==> config.mk <==
export PLATFORM = sky130hd
export DESIGN_NAME = msr_dev_flat
export DESIGN_NICKNAME = d
export VERILOG_FILES = /design/src/msr_pkg.sv /design/src/msr_if.sv /design/src/msr_dev.sv /design/src/msr_flag_group.sv /design/src/flat_wrapper.sv
export VERILOG_INCLUDE_DIRS = /design/src
export SDC_FILE = /design/constraint.sdc
export NUM_CORES = 1
export LEC_CHECK = 0
export BUFFER_PORTS_ARGS = -buffer_cell sky130_fd_sc_hd__buf_2
export CAP_MARGIN = 20
export CELL_PAD_IN_SITES_DETAIL_PLACEMENT = 0
export CELL_PAD_IN_SITES_GLOBAL_PLACEMENT = 1
export CORE_MARGIN = 5
export CORE_UTILIZATION = 35
export CTS_CLUSTER_DIAMETER = 120
export CTS_CLUSTER_SIZE = 25
export DETAILED_ROUTE_END_ITERATION = 16
export PLACE_DENSITY_LB_ADDON = 0.1
export SLEW_MARGIN = 20
export SYNTH_ARGS = -nofsm -noshare
export SYNTH_HDL_FRONTEND = slang
export SYNTH_SLANG_ARGS = --single-unit
==> constraint.sdc <==
create_clock -name core_clk_in -period 6.4 [get_ports core_clk_in]
set_input_delay 0.96 -clock core_clk_in [delete_from_list [all_inputs] [get_ports core_clk_in]]
set_output_delay 0.96 -clock core_clk_in [all_outputs]
set_load 0.02 [all_outputs]
==> src/msr_cfg.svh <==
// constants for the mixed-signal status register block
`ifndef MSR_CFG_SVH
`define MSR_CFG_SVH
`define MSR_NPORTS          12
`define MSR_ADDR_W          4
// register indices on the register port; four bits, the event halves sit above 7
`define MSR_IDX_INTSUM      4'h0
`define MSR_IDX_NEW_A       4'h1
`define MSR_IDX_NEW_B       4'h2
`define MSR_IDX_OVC_A       4'h3
`define MSR_IDX_OVC_B       4'h4
`define MSR_IDX_TMP_INT     4'h5
`define MSR_IDX_TMP_REM1    4'h6
`define MSR_IDX_TMP_REM2    4'h7
`define MSR_IDX_EVT_A       4'h8
`define MSR_IDX_EVT_B       4'h9
// field positions of the split port flags
`define MSR_LO_PORTS        6
`define MSR_LO_POS          2
`define MSR_HI_POS          11
`define MSR_TMP_W           12
`define MSR_RESET_VAL       16'h0000
// edge selector codes
`define MSR_EDGE_NONE       2'b00
`define MSR_EDGE_RISE       2'b01
`define MSR_EDGE_FALL       2'b10
`define MSR_EDGE_BOTH       2'b11
`endif

==> src/msr_pkg.sv <==
// types shared by both ends of the status register link
package msr_pkg;
  typedef enum logic [1:0] {
    MSR_CLR_IDLE,
    MSR_CLR_ARMED
  } msr_clr_t;
  typedef enum logic [1:0] {
    MSR_H_IDLE,
    MSR_H_REQ,
    MSR_H_WAIT
  } msr_host_st_t;
endpackage

==> src/msr_if.sv <==
// register port between the status device and its host
`timescale 1ns/1ps
interface msr_if;
  logic        rd_req;
  logic [3:0]  rd_addr;
  logic        rd_ack;
  logic [15:0] rd_data;
  modport dev  (input rd_req, input rd_addr, output rd_ack, output rd_data);
  modport host (output rd_req, output rd_addr, input rd_ack, input rd_data);
endinterface

==> src/msr_dev.sv <==
// device end: status flags, temperatures and register read port
// Notes on behaviour
// - fresh converter result sets port new-data flag
// - averaged port flags only after full set
// - ports 0-5 bits 7:2, 6-10 15:11, 11 bit0
// - new-data flags ignore interrupt masks
// - clear after summary read then both reads
// - driver overcurrent sets port flag, same layout
// - host reads both overcurrent registers after interrupt
// - overcurrent flags ignore interrupt masks
// - overcurrent clear after summary then both reads
// - internal temperature 12-bit two's complement, eighth degree
// - remote one temperature 12-bit two's complement
// - remote two temperature 12-bit two's complement
// - selected input edge sets port event flag
// - host reads both event registers after interrupt
// - input-event flags ignore interrupt masks
// - event clear after summary then both reads
// - edge select 00 none 01 rise 10 fall 11 both
// - overwriting unread result raises missed-data interrupt
`timescale 1ns/1ps
`include "msr_cfg.svh"
module msr_dev
  import msr_pkg::*;
#(
  parameter int NPORTS = `MSR_NPORTS,
  parameter int AVG_LOG2 = 0
) (
  // clock and reset
  input  wire logic                   core_clk_in,
  input  wire logic                   nrst_in,
  // register port
  msr_if.dev                          bus,
  // converter side
  input  wire logic [NPORTS-1:0]      conv_sample_in,
  input  wire logic [NPORTS-1:0]      avg_enable_in,
  // driver and input sides
  input  wire logic [NPORTS-1:0]      drv_overcurrent_in,
  input  wire logic [NPORTS-1:0]      gpi_level_in,
  input  wire logic [2*NPORTS-1:0]    input_edge_select_in,
  // temperatures
  input  wire logic [`MSR_TMP_W-1:0]  temp_int_in,
  input  wire logic [`MSR_TMP_W-1:0]  temp_rem1_in,
  input  wire logic [`MSR_TMP_W-1:0]  temp_rem2_in,
  input  wire logic                   temp_valid_in,
  // summary events
  output logic                        conv_data_missed_interrupt_out,
  output logic                        input_event_interrupt_out,
  output logic                        overcurrent_interrupt_out
);
  logic [NPORTS-1:0]     result_wr;
  logic [NPORTS-1:0]     edge_hit;
  logic [NPORTS-1:0]     gpi_prev_r;
  logic [NPORTS-1:0]     ovc_prev_r;
  logic [NPORTS-1:0]     new_flags;
  logic [NPORTS-1:0]     ovc_flags;
  logic [NPORTS-1:0]     evt_flags;
  logic [`MSR_TMP_W-1:0] t_int_r;
  logic [`MSR_TMP_W-1:0] t_rem1_r;
  logic [`MSR_TMP_W-1:0] t_rem2_r;
  logic                  rd_take;
  logic                  rd_sum;
  logic                  rd_new_a;
  logic                  rd_new_b;
  logic                  rd_ovc_a;
  logic                  rd_ovc_b;
  logic                  rd_evt_a;
  logic                  rd_evt_b;
  logic [15:0]           rd_nxt;

  // per-port averaging counter and edge detector
  genvar g;
  generate
    for (g = 0; g < NPORTS; g++) begin : g_port
      logic [7:0] avg_cnt_r;
      logic       avg_done;
      assign avg_done = !avg_enable_in[g] ||
                        (avg_cnt_r == 8'((1 << AVG_LOG2) - 1));
      // result written only once the averaging set is complete
      always_ff @(posedge core_clk_in) begin
        if (!nrst_in) begin
          avg_cnt_r <= 8'h00;
        end else if (conv_sample_in[g]) begin
          avg_cnt_r <= avg_done ? 8'h00 : avg_cnt_r + 8'h01;
        end
      end
      assign result_wr[g] = conv_sample_in[g] && avg_done;
      // edge selection per port
      always_comb begin
        case (input_edge_select_in[2*g +: 2])
          `MSR_EDGE_RISE: edge_hit[g] = gpi_level_in[g] && !gpi_prev_r[g];
          `MSR_EDGE_FALL: edge_hit[g] = !gpi_level_in[g] && gpi_prev_r[g];
          `MSR_EDGE_BOTH: edge_hit[g] = gpi_level_in[g] ^ gpi_prev_r[g];
          default:        edge_hit[g] = 1'b0;
        endcase
      end
    end
  endgenerate

  // previous levels for edge and overcurrent onset detection
  always_ff @(posedge core_clk_in) begin
    if (!nrst_in) begin
      // seeded from the pins so a level already high gives no false edge after reset
      gpi_prev_r <= gpi_level_in;
      ovc_prev_r <= drv_overcurrent_in;
    end else begin
      gpi_prev_r <= gpi_level_in;
      ovc_prev_r <= drv_overcurrent_in;
    end
  end

  // read decode of the host port
  assign rd_take  = bus.rd_req && !bus.rd_ack;
  assign rd_sum   = rd_take && (bus.rd_addr == `MSR_IDX_INTSUM);
  assign rd_new_a = rd_take && (bus.rd_addr == `MSR_IDX_NEW_A);
  assign rd_new_b = rd_take && (bus.rd_addr == `MSR_IDX_NEW_B);
  assign rd_ovc_a = rd_take && (bus.rd_addr == `MSR_IDX_OVC_A);
  assign rd_ovc_b = rd_take && (bus.rd_addr == `MSR_IDX_OVC_B);
  assign rd_evt_a = rd_take && (bus.rd_addr == `MSR_IDX_EVT_A);
  assign rd_evt_b = rd_take && (bus.rd_addr == `MSR_IDX_EVT_B);

  // three flag groups share one clearing scheme
  msr_flag_group #(.NPORTS(NPORTS)) u_new (
    .core_clk_in (core_clk_in),
    .nrst_in     (nrst_in),
    .set_in      (result_wr),
    .sum_rd_in   (rd_sum),
    .a_rd_in     (rd_new_a),
    .b_rd_in     (rd_new_b),
    .flags_out   (new_flags)
  );
  msr_flag_group #(.NPORTS(NPORTS)) u_ovc (
    .core_clk_in (core_clk_in),
    .nrst_in     (nrst_in),
    .set_in      (drv_overcurrent_in & ~ovc_prev_r),
    .sum_rd_in   (rd_sum),
    .a_rd_in     (rd_ovc_a),
    .b_rd_in     (rd_ovc_b),
    .flags_out   (ovc_flags)
  );
  msr_flag_group #(.NPORTS(NPORTS)) u_evt (
    .core_clk_in (core_clk_in),
    .nrst_in     (nrst_in),
    .set_in      (edge_hit),
    .sum_rd_in   (rd_sum),
    .a_rd_in     (rd_evt_a),
    .b_rd_in     (rd_evt_b),
    .flags_out   (evt_flags)
  );

  // temperature capture on each new measurement
  always_ff @(posedge core_clk_in) begin
    if (!nrst_in) begin
      t_int_r  <= '0;
      t_rem1_r <= '0;
      t_rem2_r <= '0;
    end else if (temp_valid_in) begin
      t_int_r  <= temp_int_in;
      t_rem1_r <= temp_rem1_in;
      t_rem2_r <= temp_rem2_in;
    end
  end

  // summary events; overwrite of an unread result counts as missed
  always_ff @(posedge core_clk_in) begin
    if (!nrst_in) begin
      conv_data_missed_interrupt_out <= 1'b0;
      input_event_interrupt_out      <= 1'b0;
      overcurrent_interrupt_out      <= 1'b0;
    end else begin
      conv_data_missed_interrupt_out <= (|(result_wr & new_flags)) ||
                                        (conv_data_missed_interrupt_out && !rd_sum);
      input_event_interrupt_out      <= |evt_flags;
      overcurrent_interrupt_out      <= |ovc_flags;
    end
  end

  // read mux; port 11 on bit 0 of the second register
  always_comb begin
    rd_nxt = `MSR_RESET_VAL;
    case (bus.rd_addr)
      `MSR_IDX_INTSUM: begin
        rd_nxt = {10'h000, overcurrent_interrupt_out, 1'b0, input_event_interrupt_out,
                  conv_data_missed_interrupt_out, |new_flags, 1'b0};
      end
      `MSR_IDX_NEW_A: begin
        rd_nxt = {new_flags[10:6], 3'h0, new_flags[5:0], 2'h0};
      end
      `MSR_IDX_NEW_B:    rd_nxt = {15'h0000, new_flags[11]};
      `MSR_IDX_OVC_A:    rd_nxt = {ovc_flags[10:6], 3'h0, ovc_flags[5:0], 2'h0};
      `MSR_IDX_OVC_B:    rd_nxt = {15'h0000, ovc_flags[11]};
      `MSR_IDX_TMP_INT:  rd_nxt = {4'h0, t_int_r};
      `MSR_IDX_TMP_REM1: rd_nxt = {4'h0, t_rem1_r};
      `MSR_IDX_TMP_REM2: rd_nxt = {4'h0, t_rem2_r};
      `MSR_IDX_EVT_A:    rd_nxt = {evt_flags[10:6], 3'h0, evt_flags[5:0], 2'h0};
      `MSR_IDX_EVT_B:    rd_nxt = {15'h0000, evt_flags[11]};
      default: rd_nxt = `MSR_RESET_VAL;
    endcase
  end

  // one-cycle acknowledge with registered data
  always_ff @(posedge core_clk_in) begin
    if (!nrst_in) begin
      bus.rd_ack  <= 1'b0;
      bus.rd_data <= `MSR_RESET_VAL;
    end else begin
      bus.rd_ack <= rd_take;
      if (rd_take) begin
        bus.rd_data <= rd_nxt;
      end
    end
  end
endmodule

==> src/msr_flag_group.sv <==
// one set of twelve sticky port flags with read-sequence clearing
`timescale 1ns/1ps
`include "msr_cfg.svh"
module msr_flag_group
  import msr_pkg::*;
#(
  parameter int NPORTS = `MSR_NPORTS
) (
  // clock and reset
  input  wire logic              core_clk_in,
  input  wire logic              nrst_in,
  // per-port set strobes
  input  wire logic [NPORTS-1:0] set_in,
  // read events
  input  wire logic              sum_rd_in,
  input  wire logic              a_rd_in,
  input  wire logic              b_rd_in,
  // flag state
  output logic [NPORTS-1:0]      flags_out
);
  msr_clr_t                clr_st_r;
  logic                    a_seen_r;
  logic                    b_seen_r;
  logic                    clr_now;
  // both halves read after the summary read completes the sequence
  assign clr_now = (clr_st_r == MSR_CLR_ARMED) &&
                   ((a_seen_r || a_rd_in) && (b_seen_r || b_rd_in));
  // sequence tracker; a new summary read restarts it
  always_ff @(posedge core_clk_in) begin
    if (!nrst_in) begin
      clr_st_r <= MSR_CLR_IDLE;
      a_seen_r <= 1'b0;
      b_seen_r <= 1'b0;
    end else if (sum_rd_in) begin
      clr_st_r <= MSR_CLR_ARMED;
      a_seen_r <= 1'b0;
      b_seen_r <= 1'b0;
    end else begin
      case (clr_st_r)
        MSR_CLR_ARMED: begin
          if (clr_now) begin
            clr_st_r <= MSR_CLR_IDLE;
            a_seen_r <= 1'b0;
            b_seen_r <= 1'b0;
          end else begin
            a_seen_r <= a_seen_r | a_rd_in;
            b_seen_r <= b_seen_r | b_rd_in;
          end
        end
        default: begin
          clr_st_r <= MSR_CLR_IDLE;
        end
      endcase
    end
  end
  // flags are never gated by masks; a set in the clear cycle wins
  always_ff @(posedge core_clk_in) begin
    if (!nrst_in) begin
      flags_out <= '0;
    end else if (clr_now && !sum_rd_in) begin
      flags_out <= set_in;
    end else begin
      flags_out <= flags_out | set_in;
    end
  end
endmodule

==> src/flat_wrapper.sv <==
// flat-port wrapper written by rule: the top's interface ports become plain ports
module msr_dev_flat import msr_pkg::*;
#(
  parameter int NPORTS = `MSR_NPORTS,
  parameter int AVG_LOG2 = 0
)
  (core_clk_in, nrst_in, conv_sample_in, avg_enable_in, drv_overcurrent_in, gpi_level_in, input_edge_select_in, temp_int_in, temp_rem1_in, temp_rem2_in, temp_valid_in, conv_data_missed_interrupt_out, input_event_interrupt_out, overcurrent_interrupt_out, bus_rd_req, bus_rd_addr, bus_rd_ack, bus_rd_data);
  msr_if bus_i ();
  input  wire logic core_clk_in;
  input  wire logic nrst_in;
  input  wire logic [NPORTS-1:0] conv_sample_in;
  input  wire logic [NPORTS-1:0] avg_enable_in;
  input  wire logic [NPORTS-1:0] drv_overcurrent_in;
  input  wire logic [NPORTS-1:0] gpi_level_in;
  input  wire logic [2*NPORTS-1:0] input_edge_select_in;
  input  wire logic [`MSR_TMP_W-1:0] temp_int_in;
  input  wire logic [`MSR_TMP_W-1:0] temp_rem1_in;
  input  wire logic [`MSR_TMP_W-1:0] temp_rem2_in;
  input  wire logic temp_valid_in;
  output logic conv_data_missed_interrupt_out;
  output logic input_event_interrupt_out;
  output logic overcurrent_interrupt_out;
  input wire logic [$bits(bus_i.rd_req)-1:0] bus_rd_req;
  input wire logic [$bits(bus_i.rd_addr)-1:0] bus_rd_addr;
  output wire logic [$bits(bus_i.rd_ack)-1:0] bus_rd_ack;
  output wire logic [$bits(bus_i.rd_data)-1:0] bus_rd_data;
  assign bus_i.rd_req = bus_rd_req;
  assign bus_i.rd_addr = bus_rd_addr;
  assign bus_rd_ack = bus_i.rd_ack;
  assign bus_rd_data = bus_i.rd_data;
  msr_dev #(.NPORTS(NPORTS), .AVG_LOG2(AVG_LOG2)) u_core (.core_clk_in(core_clk_in), .nrst_in(nrst_in), .bus(bus_i), .conv_sample_in(conv_sample_in), .avg_enable_in(avg_enable_in), .drv_overcurrent_in(drv_overcurrent_in), .gpi_level_in(gpi_level_in), .input_edge_select_in(input_edge_select_in), .temp_int_in(temp_int_in), .temp_rem1_in(temp_rem1_in), .temp_rem2_in(temp_rem2_in), .temp_valid_in(temp_valid_in), .conv_data_missed_interrupt_out(conv_data_missed_interrupt_out), .input_event_interrupt_out(input_event_interrupt_out), .overcurrent_interrupt_out(overcurrent_interrupt_out));
endmodule
==> Word level (Yosys, flattened, before mapping) <==
Cells that the tools add are included.
{ "word_totals": {"inputBits": 116, "rom_bits": 0, "n_memories": 0, "mem_bits_rw": 0, "latch_bits": 0, "output_inout_bits": 20, "ff_bits": 221} }
{ "op_classes": {"eq_ne": 48, "magnitude_cmp": 0, "div": 0, "n_shift": 0, "bitwise_logic": 25, "n_mul": 0, "n_addsub": 12, "muxes": 43, "n_reduce_logical": 129} }
{ "ops": {"columns": ["cell", "count"], "rows": [
  ["16-bit case mux with 10 select lines", 1],
  ["8-bit by 1-bit adder with 8-bit output, second input constant", 12],
  ["8-bit zero test", 12],
  ["8-bit 2-to-1 mux", 12],
  ["1-bit logical AND", 54],
  ["2-bit equality test, second input constant", 24],
  ["12-bit OR reduction", 4],
  ["1-bit zero test", 38],
  ["12-bit 2-to-1 mux", 3],
  ["12-bit OR", 3],
  ["1-bit case mux with 3 select lines", 12],
  ["12-bit bitwise AND", 2],
  ["2-bit by 1-bit equality test with 1-bit output, second input constant", 12],
  ["1-bit logical OR", 19],
  ["4-bit by 3-bit equality test with 1-bit output, second input constant", 4],
  ["1-bit 2-to-1 mux", 15],
  ["12-bit NOT", 1],
  ["1-bit XOR", 12],
  ["3-bit by 2-bit != test with 1-bit output, second input constant", 3],
  ["4-bit by 2-bit equality test with 1-bit output, second input constant", 2],
  ["4-bit equality test, second input constant", 2],
  ["1-bit OR", 6],
  ["4-bit by 1-bit equality test with 1-bit output, second input constant", 1],
  ["4-bit zero test", 1],
  ["other kinds (2)", 2]
]} }

==> Logic depth before layout (Yosys ltp) <==
Gate-level depths: netlist (run 1).
{ "logic_depth": {"depth_word": 9, "mapped_depth": 9, "mapped_depth_nobuf": 7} }

==> Modules after synthesis <==
Synthesis (run 1) repeated with hierarchy kept, for this count alone.
{ "unflattened": {"hier_cells": 1148, "area_unflattened_um2": 10339.9} }
{ "by_module_without_submodules": {"columns": ["mod", "area_each_um2", "n_inst", "cells_per_inst", "seq_area_each_um2"], "rows": [
  ["msr_dev", 8587.0, 1, 953, 3523.4],
  ["msr_flag_group", 584.3, 3, 65, 300.3]
]} }

==> Worst setup path before layout (run 1) <==
OpenSTA, ideal clock, no wires.
{ "synth_path": {"path_kind": "input port to flip-flop", "from": "in bus_rd_addr[0]", "to": "reg u_core.conv_data_missed_interrupt_out", "path_buffers": 3, "setup_slack_ns": 3.613, "cell_stages": 8, "setup_ns": 0.120, "arrival_time_ns": 2.667, "path_cell_list": "buf_2 or2_1 buf_2 or4_1 clkbuf_2 a32o_1 or3_1 o31a_1"} }
{ "synth_via": {"elab_chain_cells": 5} }
{ "synth_lines": {"columns": ["element", "line_no", "source"], "rows": [
  ["from (decl)", "flat_wrapper.sv:24", "input wire logic [$bits(bus_i.rd_addr)-1:0] bus_rd_addr;"],
  ["4-bit zero test (no line)", null, null],
  ["1-bit logical AND", "msr_dev.sv:114", "assign rd_sum = rd_take && (bus.rd_addr == `MSR_IDX_INTSUM);"],
  ["1-bit zero test", "msr_dev.sv:172", "(conv_data_missed_interrupt_out && !rd_sum);"],
  ["1-bit logical AND", "msr_dev.sv:172", null],
  ["1-bit logical OR", "msr_dev.sv:171", "conv_data_missed_interrupt_out <= (|(result_wr & new_flags)) ||"],
  ["to (signal assigned)", "msr_dev.sv:171", null],
  ["to (decl)", "msr_dev.sv:47", "output logic conv_data_missed_interrupt_out,"]
]} }
No other way between the ends.
A chain may end at the register's enable or synchronous reset.

==> Worst setup path after layout (run 1) <==
{ "layout_path": {"from": "in bus_rd_addr[0]", "to": "reg u_core.u_new.flags_out[0]"} }
{ "layout_via": {"elab_chain_cells": 7} }
{ "layout_lines": {"columns": ["element", "line_no", "source"], "rows": [
  ["4-bit by 1-bit equality test with 1-bit output (no line) or 4-bit by 2-bit equality test with 1-bit output (tied branches)", null, null],
  ["1-bit logical AND (on tied branches)", "msr_dev.sv:115, msr_dev.sv:116", null],
  ["1-bit logical OR", "msr_flag_group.sv:27", "((a_seen_r || a_rd_in) && (b_seen_r || b_rd_in));"],
  ["1-bit logical AND", "msr_flag_group.sv:27", null],
  ["1-bit logical AND", "msr_flag_group.sv:26", "assign clr_now = (clr_st_r == MSR_CLR_ARMED) &&"],
  ["1-bit logical AND *", "msr_flag_group.sv:60", "end else if (clr_now && !sum_rd_in) begin"],
  ["12-bit 2-to-1 mux *", "msr_flag_group.sv:60", null],
  ["to (signal assigned)", "msr_flag_group.sv:61", "flags_out <= set_in;"],
  ["to (signal assigned)", "msr_flag_group.sv:63", "flags_out <= flags_out | set_in;"],
  ["to (decl)", "msr_flag_group.sv:19", "output logic [NPORTS-1:0] flags_out"]
]} }
Every way passes the cells marked *; elsewhere a longest branch is shown, timed or not.

==> results of run 1 <==
## metal layers
metal  global-route usage [%]  up-vias  wire (um)
met1                     21.4     3589      12100
met5                        0        -          0
met4                     2.59        0        297
met2                     24.4      121      10900
li1                         -     3935          -
met3                     2.54       16       1050
## sequential cells by signal (all words and copies together), names as in the netlist, 12 cells and up
register / flops
u_core.g_port.avg_cnt_r: 96
u_core.bus.rd_data: 16
u_core.gpi_prev_r: 12
u_core.ovc_prev_r: 12
u_core.t_int_r: 12
u_core.t_rem1_r: 12
u_core.t_rem2_r: 12
u_core.u_evt.flags_out: 12
u_core.u_new.flags_out: 12
u_core.u_ovc.flags_out: 12
## power groups by stage
stage,Combinational [mW],Clock [mW],Sequential (mW)
floorplan,0.177,0,1.49
global placement,0.266,0,1.51
detailed placement,0.269,0,1.50
CTS,0.270,0.870,1.47
global route,0.302,0.905,1.48
finish,0.265,0.827,1.47
## tightest hold or removal path, cell delays in order (launching register included)
cell,delay [ns]
dfxtp_1,0.32
nand2_1,0.05
a21oi_1,0.05
## cells in the mapped netlist (2+ instances only)
master	count	share of area, %
dfxtp_1	221	45
nor2_1	174	6.6
a21oi_1	68	3.4
nand2_1	67	2.5
inv_1	65	2.5
mux2i_1	62	6.3
xor2_1	59	5.2
ha_1	48	6.1
clkbuf_1	38	1.4
nand4_1	31	2.0
xnor2_1	25	2.2
o21ai_0	22	1.1
nor2b_1	20	1.3
nand3_1	17	0.86
and3_1	16	1.0
a22oi_1	14	1.1
o21a_1	13	0.98
a21boi_0	12	0.91
nor4_1	10	0.63
nor4b_1	10	0.88
o41ai_1	9	0.79
or4b_2	8	0.81
a22o_1	7	0.62
a31oi_1	5	0.32
buf_2	5	0.25
mux2_2	5	0.57
nand2b_1	5	0.32
o22ai_1	5	0.32
a222oi_1	4	0.40
and4_1	4	0.35
buf_1	4	0.15
mux4_2	4	0.91
nand3b_1	3	0.23
nor3_1	3	0.15
nor3b_1	3	0.23
or3_1	3	0.19
a311oi_1	2	0.18
and2_1	2	0.13
nor4bb_1	2	0.20
o31ai_1	2	0.15
## worst paths after layout
check	start	endpoint	slack [ns]	cells after the start
setup / recovery	bus_rd_addr[0]	u_core.u_new.flags_out[0]$_SDFF_PN0_	3.38	6
hold / removal	u_core.bus.rd_data[2]$_SDFFE_PN0N_	u_core.bus.rd_data[2]$_SDFFE_PN0N_	0.46	2
setup reg to reg	u_core.bus.rd_ack$_SDFF_PN0_	u_core.conv_data_missed_interrupt_out$_SDFF_PN0_	3.91	6
hold reg to reg	u_core.bus.rd_data[2]$_SDFFE_PN0N_	u_core.bus.rd_data[2]$_SDFFE_PN0N_	0.46	2
## layout make-up
class	count	area [um2]
Tap cell	378	473
Multi-Input combinational cell	756	5060
Antenna cell	1	2.50
Clock buffer	14	329
Inverter	65	244
Timing Repair Buffer	138	698
Fill cell	2878	16600
Clock inverter	1	5.00
Sequential cell	221	4420
## logic make-up (layout without fill, tap and decap cells)
kind of cell / count (synthesis) / after routing
AOI/OAI and AO/OA: 170 / 170
xor gates and xnor gates: 84 / 84
adders and majority gates: 48 / 48
buffers and inverters: 114 / 218
DFF: 221 / 221
muxes: 71 / 71
other: 0 / 1
and+or+nand+nor: 383 / 383
==> results.toml, run 1 <==
[status]
status = "completed"

[clock_network]
clock-root-buffer = "clkbuf_16"
cts_tree = "built"
cts.htree.levels = 1
clock_latency_ns = 0.48
cts_resized = 0
cts.path.max_buffers = 3
post_cts_buffers = 0
numCtsBuffers = 12
cts.clk_slew.worst_paths_ns = 0.10
hold_buffers = 0
clkSinkCount = 221

[power_and_ir_drop]
pwr-share-seq_pct = 57.4
combPwrFrac_pct = 10.3
cell_internal_pwr_mw = 1.91
powerDensity_mw_per_mm2 = 228
finalPower_mw = 2.56
p_leak_nw = 4.71
p_clk_share_pct = 32.3
power.switching_mw = 0.652
ir_drop_mv = 0.149
sw_frac_of_total_pct = 25.4

[finish]
final_common_cell = "dfxtp_1"
drive_above_1_share_pct = 14.6
final_core_util_pct = 40.3
final_cell_mix = "dfxtp_1, nor2_1, buf_2"
final_cells = 1574
syn_to_final_growth_pct = 13.3
nNetsFinal = 1358
stdcell_area_mm2 = 0.0112

[sta]
fmax_mhz = 331
layout_min_cycle_time_ns = 3.02
finClkSkew_ns = 0.0103
hold_ws_ns = 0.458
fin_ws_ns = 3.38
setup-tns-final_ns = 0
slew_headroom_pct = 26.9
setup_viol_count_final = 0
hold_viol = 0
min_period_over_period_pct = 47.2
worst_pin_slew_ns = 1.10
rsz0062_at_grt = "false"
slew_viol_final = 0

[critical_path]
timing.critical_path.buf_inv = 1
worst_path_max_delay_cell = "nor4b_1"
path_class = "in2reg"
cpPeakStageDelay_ns = 0.80
worstPathArrival_ns = 3.37
critPathMaxFanout = 26
cp-end-kind = "register"
startpoint_type = "input port"
cp_data_required_time_ns = 6.75
cpLargestDelayFamily = "simple AND/OR/NAND/NOR gates"
path_cells = "buf_2, nor4b_1, and2_1, o221ai_1, o21ai_0, a21oi_1"

[placed_design]
dp_hpwl_mm = 17.8
gp_congestion = 0.787
postPlaceCellArea_mm2 = 0.0109
placed_cells = 1558
port-buffer-count = 135
dp_slack_ns = 2.91

[route]
remaining_drc_errors = 0
routed_wl_mm = 24.4
vias = 7661
drtIter0Drc = 391
avgRoutedWirePerCell_um = 15.5
vias_per_cell = 4.87
drtAntennaViolNets = 0
dr.pass1.iters = 5

[synth]
ys.flop_type = "dfxtp_1"
netlist-cell-type-count = 54
ys_warn_count = 0
ys_seq_area_share_pct = 44.6
synth_edf_count = 0
synth_compound_area_share_pct = 10.9
synthArstFlopShare_pct = 0
synthesis.area_mm2 = 0.00992
synth_top_family_by_area = "simple AND/OR/NAND/NOR gates"
syn_inst = 1091
synthMuxAreaShare_pct = 7.73
synth-xor-area-share_pct = 7.42
synth_fa_ha_area_share_pct = 6.05
yosys_register_bits = 221
synthesis.nets = 1255
yosys.area_share.simple_pct = 18.8
syn_area_per_cell_um2 = 9.09

[grt]
grt_pass1_wl_mm = 39.3
grt_max_degree = 55
grt_use_total_pct = 15.1
antenna_found_initial = 1
grt_pass1_vias = 7439
overflow = 0

[die]
num_io_pins = 136
die-area_mm2 = 0.0318
dieHeight_um = 178
start_util_pct = 35.6
core_area_mm2 = 0.0279
die_w_um = 178
placementRows = 61

[job]
drv_cap = 0

[worst_hold_path]
hold_path_class = "reg2reg"
Note: power is estimated with default switching activity, not from simulation.
==> inputs of run 2 (changes only) <==
clock period = 3 ns   (was 6.4 ns; I/O delays follow)
==> run 2 against run 1 <==
Effect of this change:
- die area did not move
- critical path depth up 1
- clock-buffer cell count down 1
- sequential power rose by 110%
- total power is 120% higher
- sequential share of layout area fell by 0.52 points
- sequential cell count stayed put
- design area is 1.3% higher
- routed wire length fell by 0.60%
- worst hold slack worse by 0.38 ns
- global-route usage hardly changed
- critical path type is now reg2reg
==> results.toml, run 2 (same netlist as run 1, synthesis figures left out) <==
[critical_path]
path_cells = "inv_1, ha_1, or4b_2, o41ai_1, nand2_1, nand2_1, nor2_1"
worst_path_max_delay_cell = "or4b_2"
cp_data_required_time_ns = 3.37
cp_common_cell = "nand2_1"
cpPeakStageDelay_ns = 0.59
cpLargestDelayFamily = "simple AND/OR/NAND/NOR gates"
critPathMaxFanout = 8
path_class = "reg2reg"
startpoint_type = "register"
cp-end-kind = "register"
worstPathArrival_ns = 2.72
timing.critical_path.buf_inv = 1

[sta]
setup_viol_count_final = 0
min_period_over_period_pct = 78.4
fin_ws_ns = 0.648
slew_viol_final = 0
hold_ws_ns = 0.0786
layout_min_cycle_time_ns = 2.35
rsz0062_at_grt = "false"
slew_headroom_pct = 33.5
hold_viol = 0
setup-tns-final_ns = 0
finClkSkew_ns = 0.0165
fmax_mhz = 425
worst_pin_slew_ns = 0.997

[grt]
grt_max_degree = 44
grt_pass1_wl_mm = 39.1
antenna_found_initial = 0
grt_use_total_pct = 15.1
overflow = 0
grt_pass1_vias = 7471

[finish]
final_common_cell = "dfxtp_1"
stdcell_area_mm2 = 0.0114
final_cell_mix = "dfxtp_1, nor2_1, buf_2"
drive_above_1_share_pct = 15.7
reg.largest.list = "u_core.g_port.avg_cnt_r (96), u_core.bus.rd_data (16)"
final_core_util_pct = 40.9
regMostFlops = "u_core.g_port.avg_cnt_r"
regArea_mm2 = 0.00442
final_cells = 1588
nNetsFinal = 1374
syn_to_final_growth_pct = 14.8
fillers = 2827
diodes = 0
multi_input_area_mm2 = 0.00506
largest_reg_flops = 96

[placed_design]
postPlaceCellArea_mm2 = 0.0110
dp_hpwl_mm = 18.1
port-buffer-count = 135
dp_slack_ns = 0.459
placed_cells = 1574
gp_congestion = 0.763

[route]
avgRoutedWirePerCell_um = 15.2
drtAntennaViolNets = 0
remaining_drc_errors = 0
vias = 7682
vias_per_cell = 4.84
dr.pass1.iters = 5
routed_wl_mm = 24.2
drtIter0Drc = 438

[power_and_ir_drop]
finalPower_mw = 5.56
powerDensity_mw_per_mm2 = 488
p_leak_nw = 4.80
pwr-share-seq_pct = 56.5
p_clk_share_pct = 33.1
combPwrFrac_pct = 10.4
ir_drop_mv = 0.340
sw_frac_of_total_pct = 24.9
power.switching_mw = 1.39
cell_internal_pwr_mw = 4.17

[die]
die-area_mm2 = 0.0318
start_util_pct = 35.6
die_w_um = 178
dieHeight_um = 178
core_area_mm2 = 0.0279
num_io_pins = 136
placementRows = 61

[worst_hold_path]
hold_path_class = "in2reg"

[status]
status = "completed"

[clock_network]
cts.path.max_buffers = 3
clkSinkCount = 221
clock_latency_ns = 0.48
numCtsBuffers = 12
cts_resized = 0
cts.htree.levels = 1
clock-root-buffer = "clkbuf_16"
cts_tree = "built"
hold_buffers = 0
cts.clk_slew.worst_paths_ns = 0.10
post_cts_buffers = 0

[job]
drv_cap = 0
==> run 2: cell types whose count changed in the layout (fill, tap and decap cells not counted) <==
cell,change
clkbuf_1,-1
buf_12,+1
clkinv_2,-1
buf_4,+15
bufinv_16,+1
diode_2,-1
==> run 2: path summary, 6_finish.rpt <==
kind                                                                  from                                         end  slack [ns]  cells after the start
worst max-delay path            u_core.g_port[7].avg_cnt_r[0]$_SDFFE_PN0P_  u_core.g_port[7].avg_cnt_r[3]$_SDFFE_PN0P_        0.65                      7
worst min-delay path                                 drv_overcurrent_in[7]                u_core.ovc_prev_r[7]$_DFF_P_        0.08                      1
worst max register to register  u_core.g_port[7].avg_cnt_r[0]$_SDFFE_PN0P_  u_core.g_port[7].avg_cnt_r[3]$_SDFFE_PN0P_        0.65                      7
worst min register to register          u_core.bus.rd_data[1]$_SDFFE_PN0N_          u_core.bus.rd_data[1]$_SDFFE_PN0N_        0.47                      2
==> run 2: final cells by class <==
| class | count | area share (%) |
|---|---|---|
| Multi-Input combinational cell | 756 | 44.4 |
| Sequential cell | 221 | 38.9 |
| Timing Repair Buffer | 154 | 7.30 |
| Tap cell | 378 | 4.15 |
| Clock buffer | 13 | 2.86 |
| Inverter | 65 | 2.14 |
| Clock inverter | 1 | 0.264 |
==> run 2: per-layer routing <==
layer | wire, um | vias up | global-route usage [%]
li1 | - | 3979 | -
met1 | 11800 | 3549 | 21.5
met2 | 11000 | 130 | 24.2
met3 | 1040 | 24 | 2.69
met4 | 389 | 0 | 2.91
met5 | 0 | - | 0
==> run 2: power groups by stage <==
stage | Combinational, mW | Sequential, mW | Clock, mW
floorplan | 0.377 | 3.17 | 0
global placement | 0.585 | 3.21 | 0
detailed placement | 0.588 | 3.21 | 0
CTS | 0.590 | 3.14 | 1.94
global route | 0.661 | 3.16 | 2.02
finish | 0.578 | 3.14 | 1.84
==> run 2: worst reg2reg max path, cell delays in order (launching register included) <==
cell and delay, ns:
dfxtp_1 0.38, inv_1 0.08, ha_1 0.15, or4b_2 0.59, o41ai_1 0.53, nand2_1 0.15
nand2_1 0.27, nor2_1 0.09
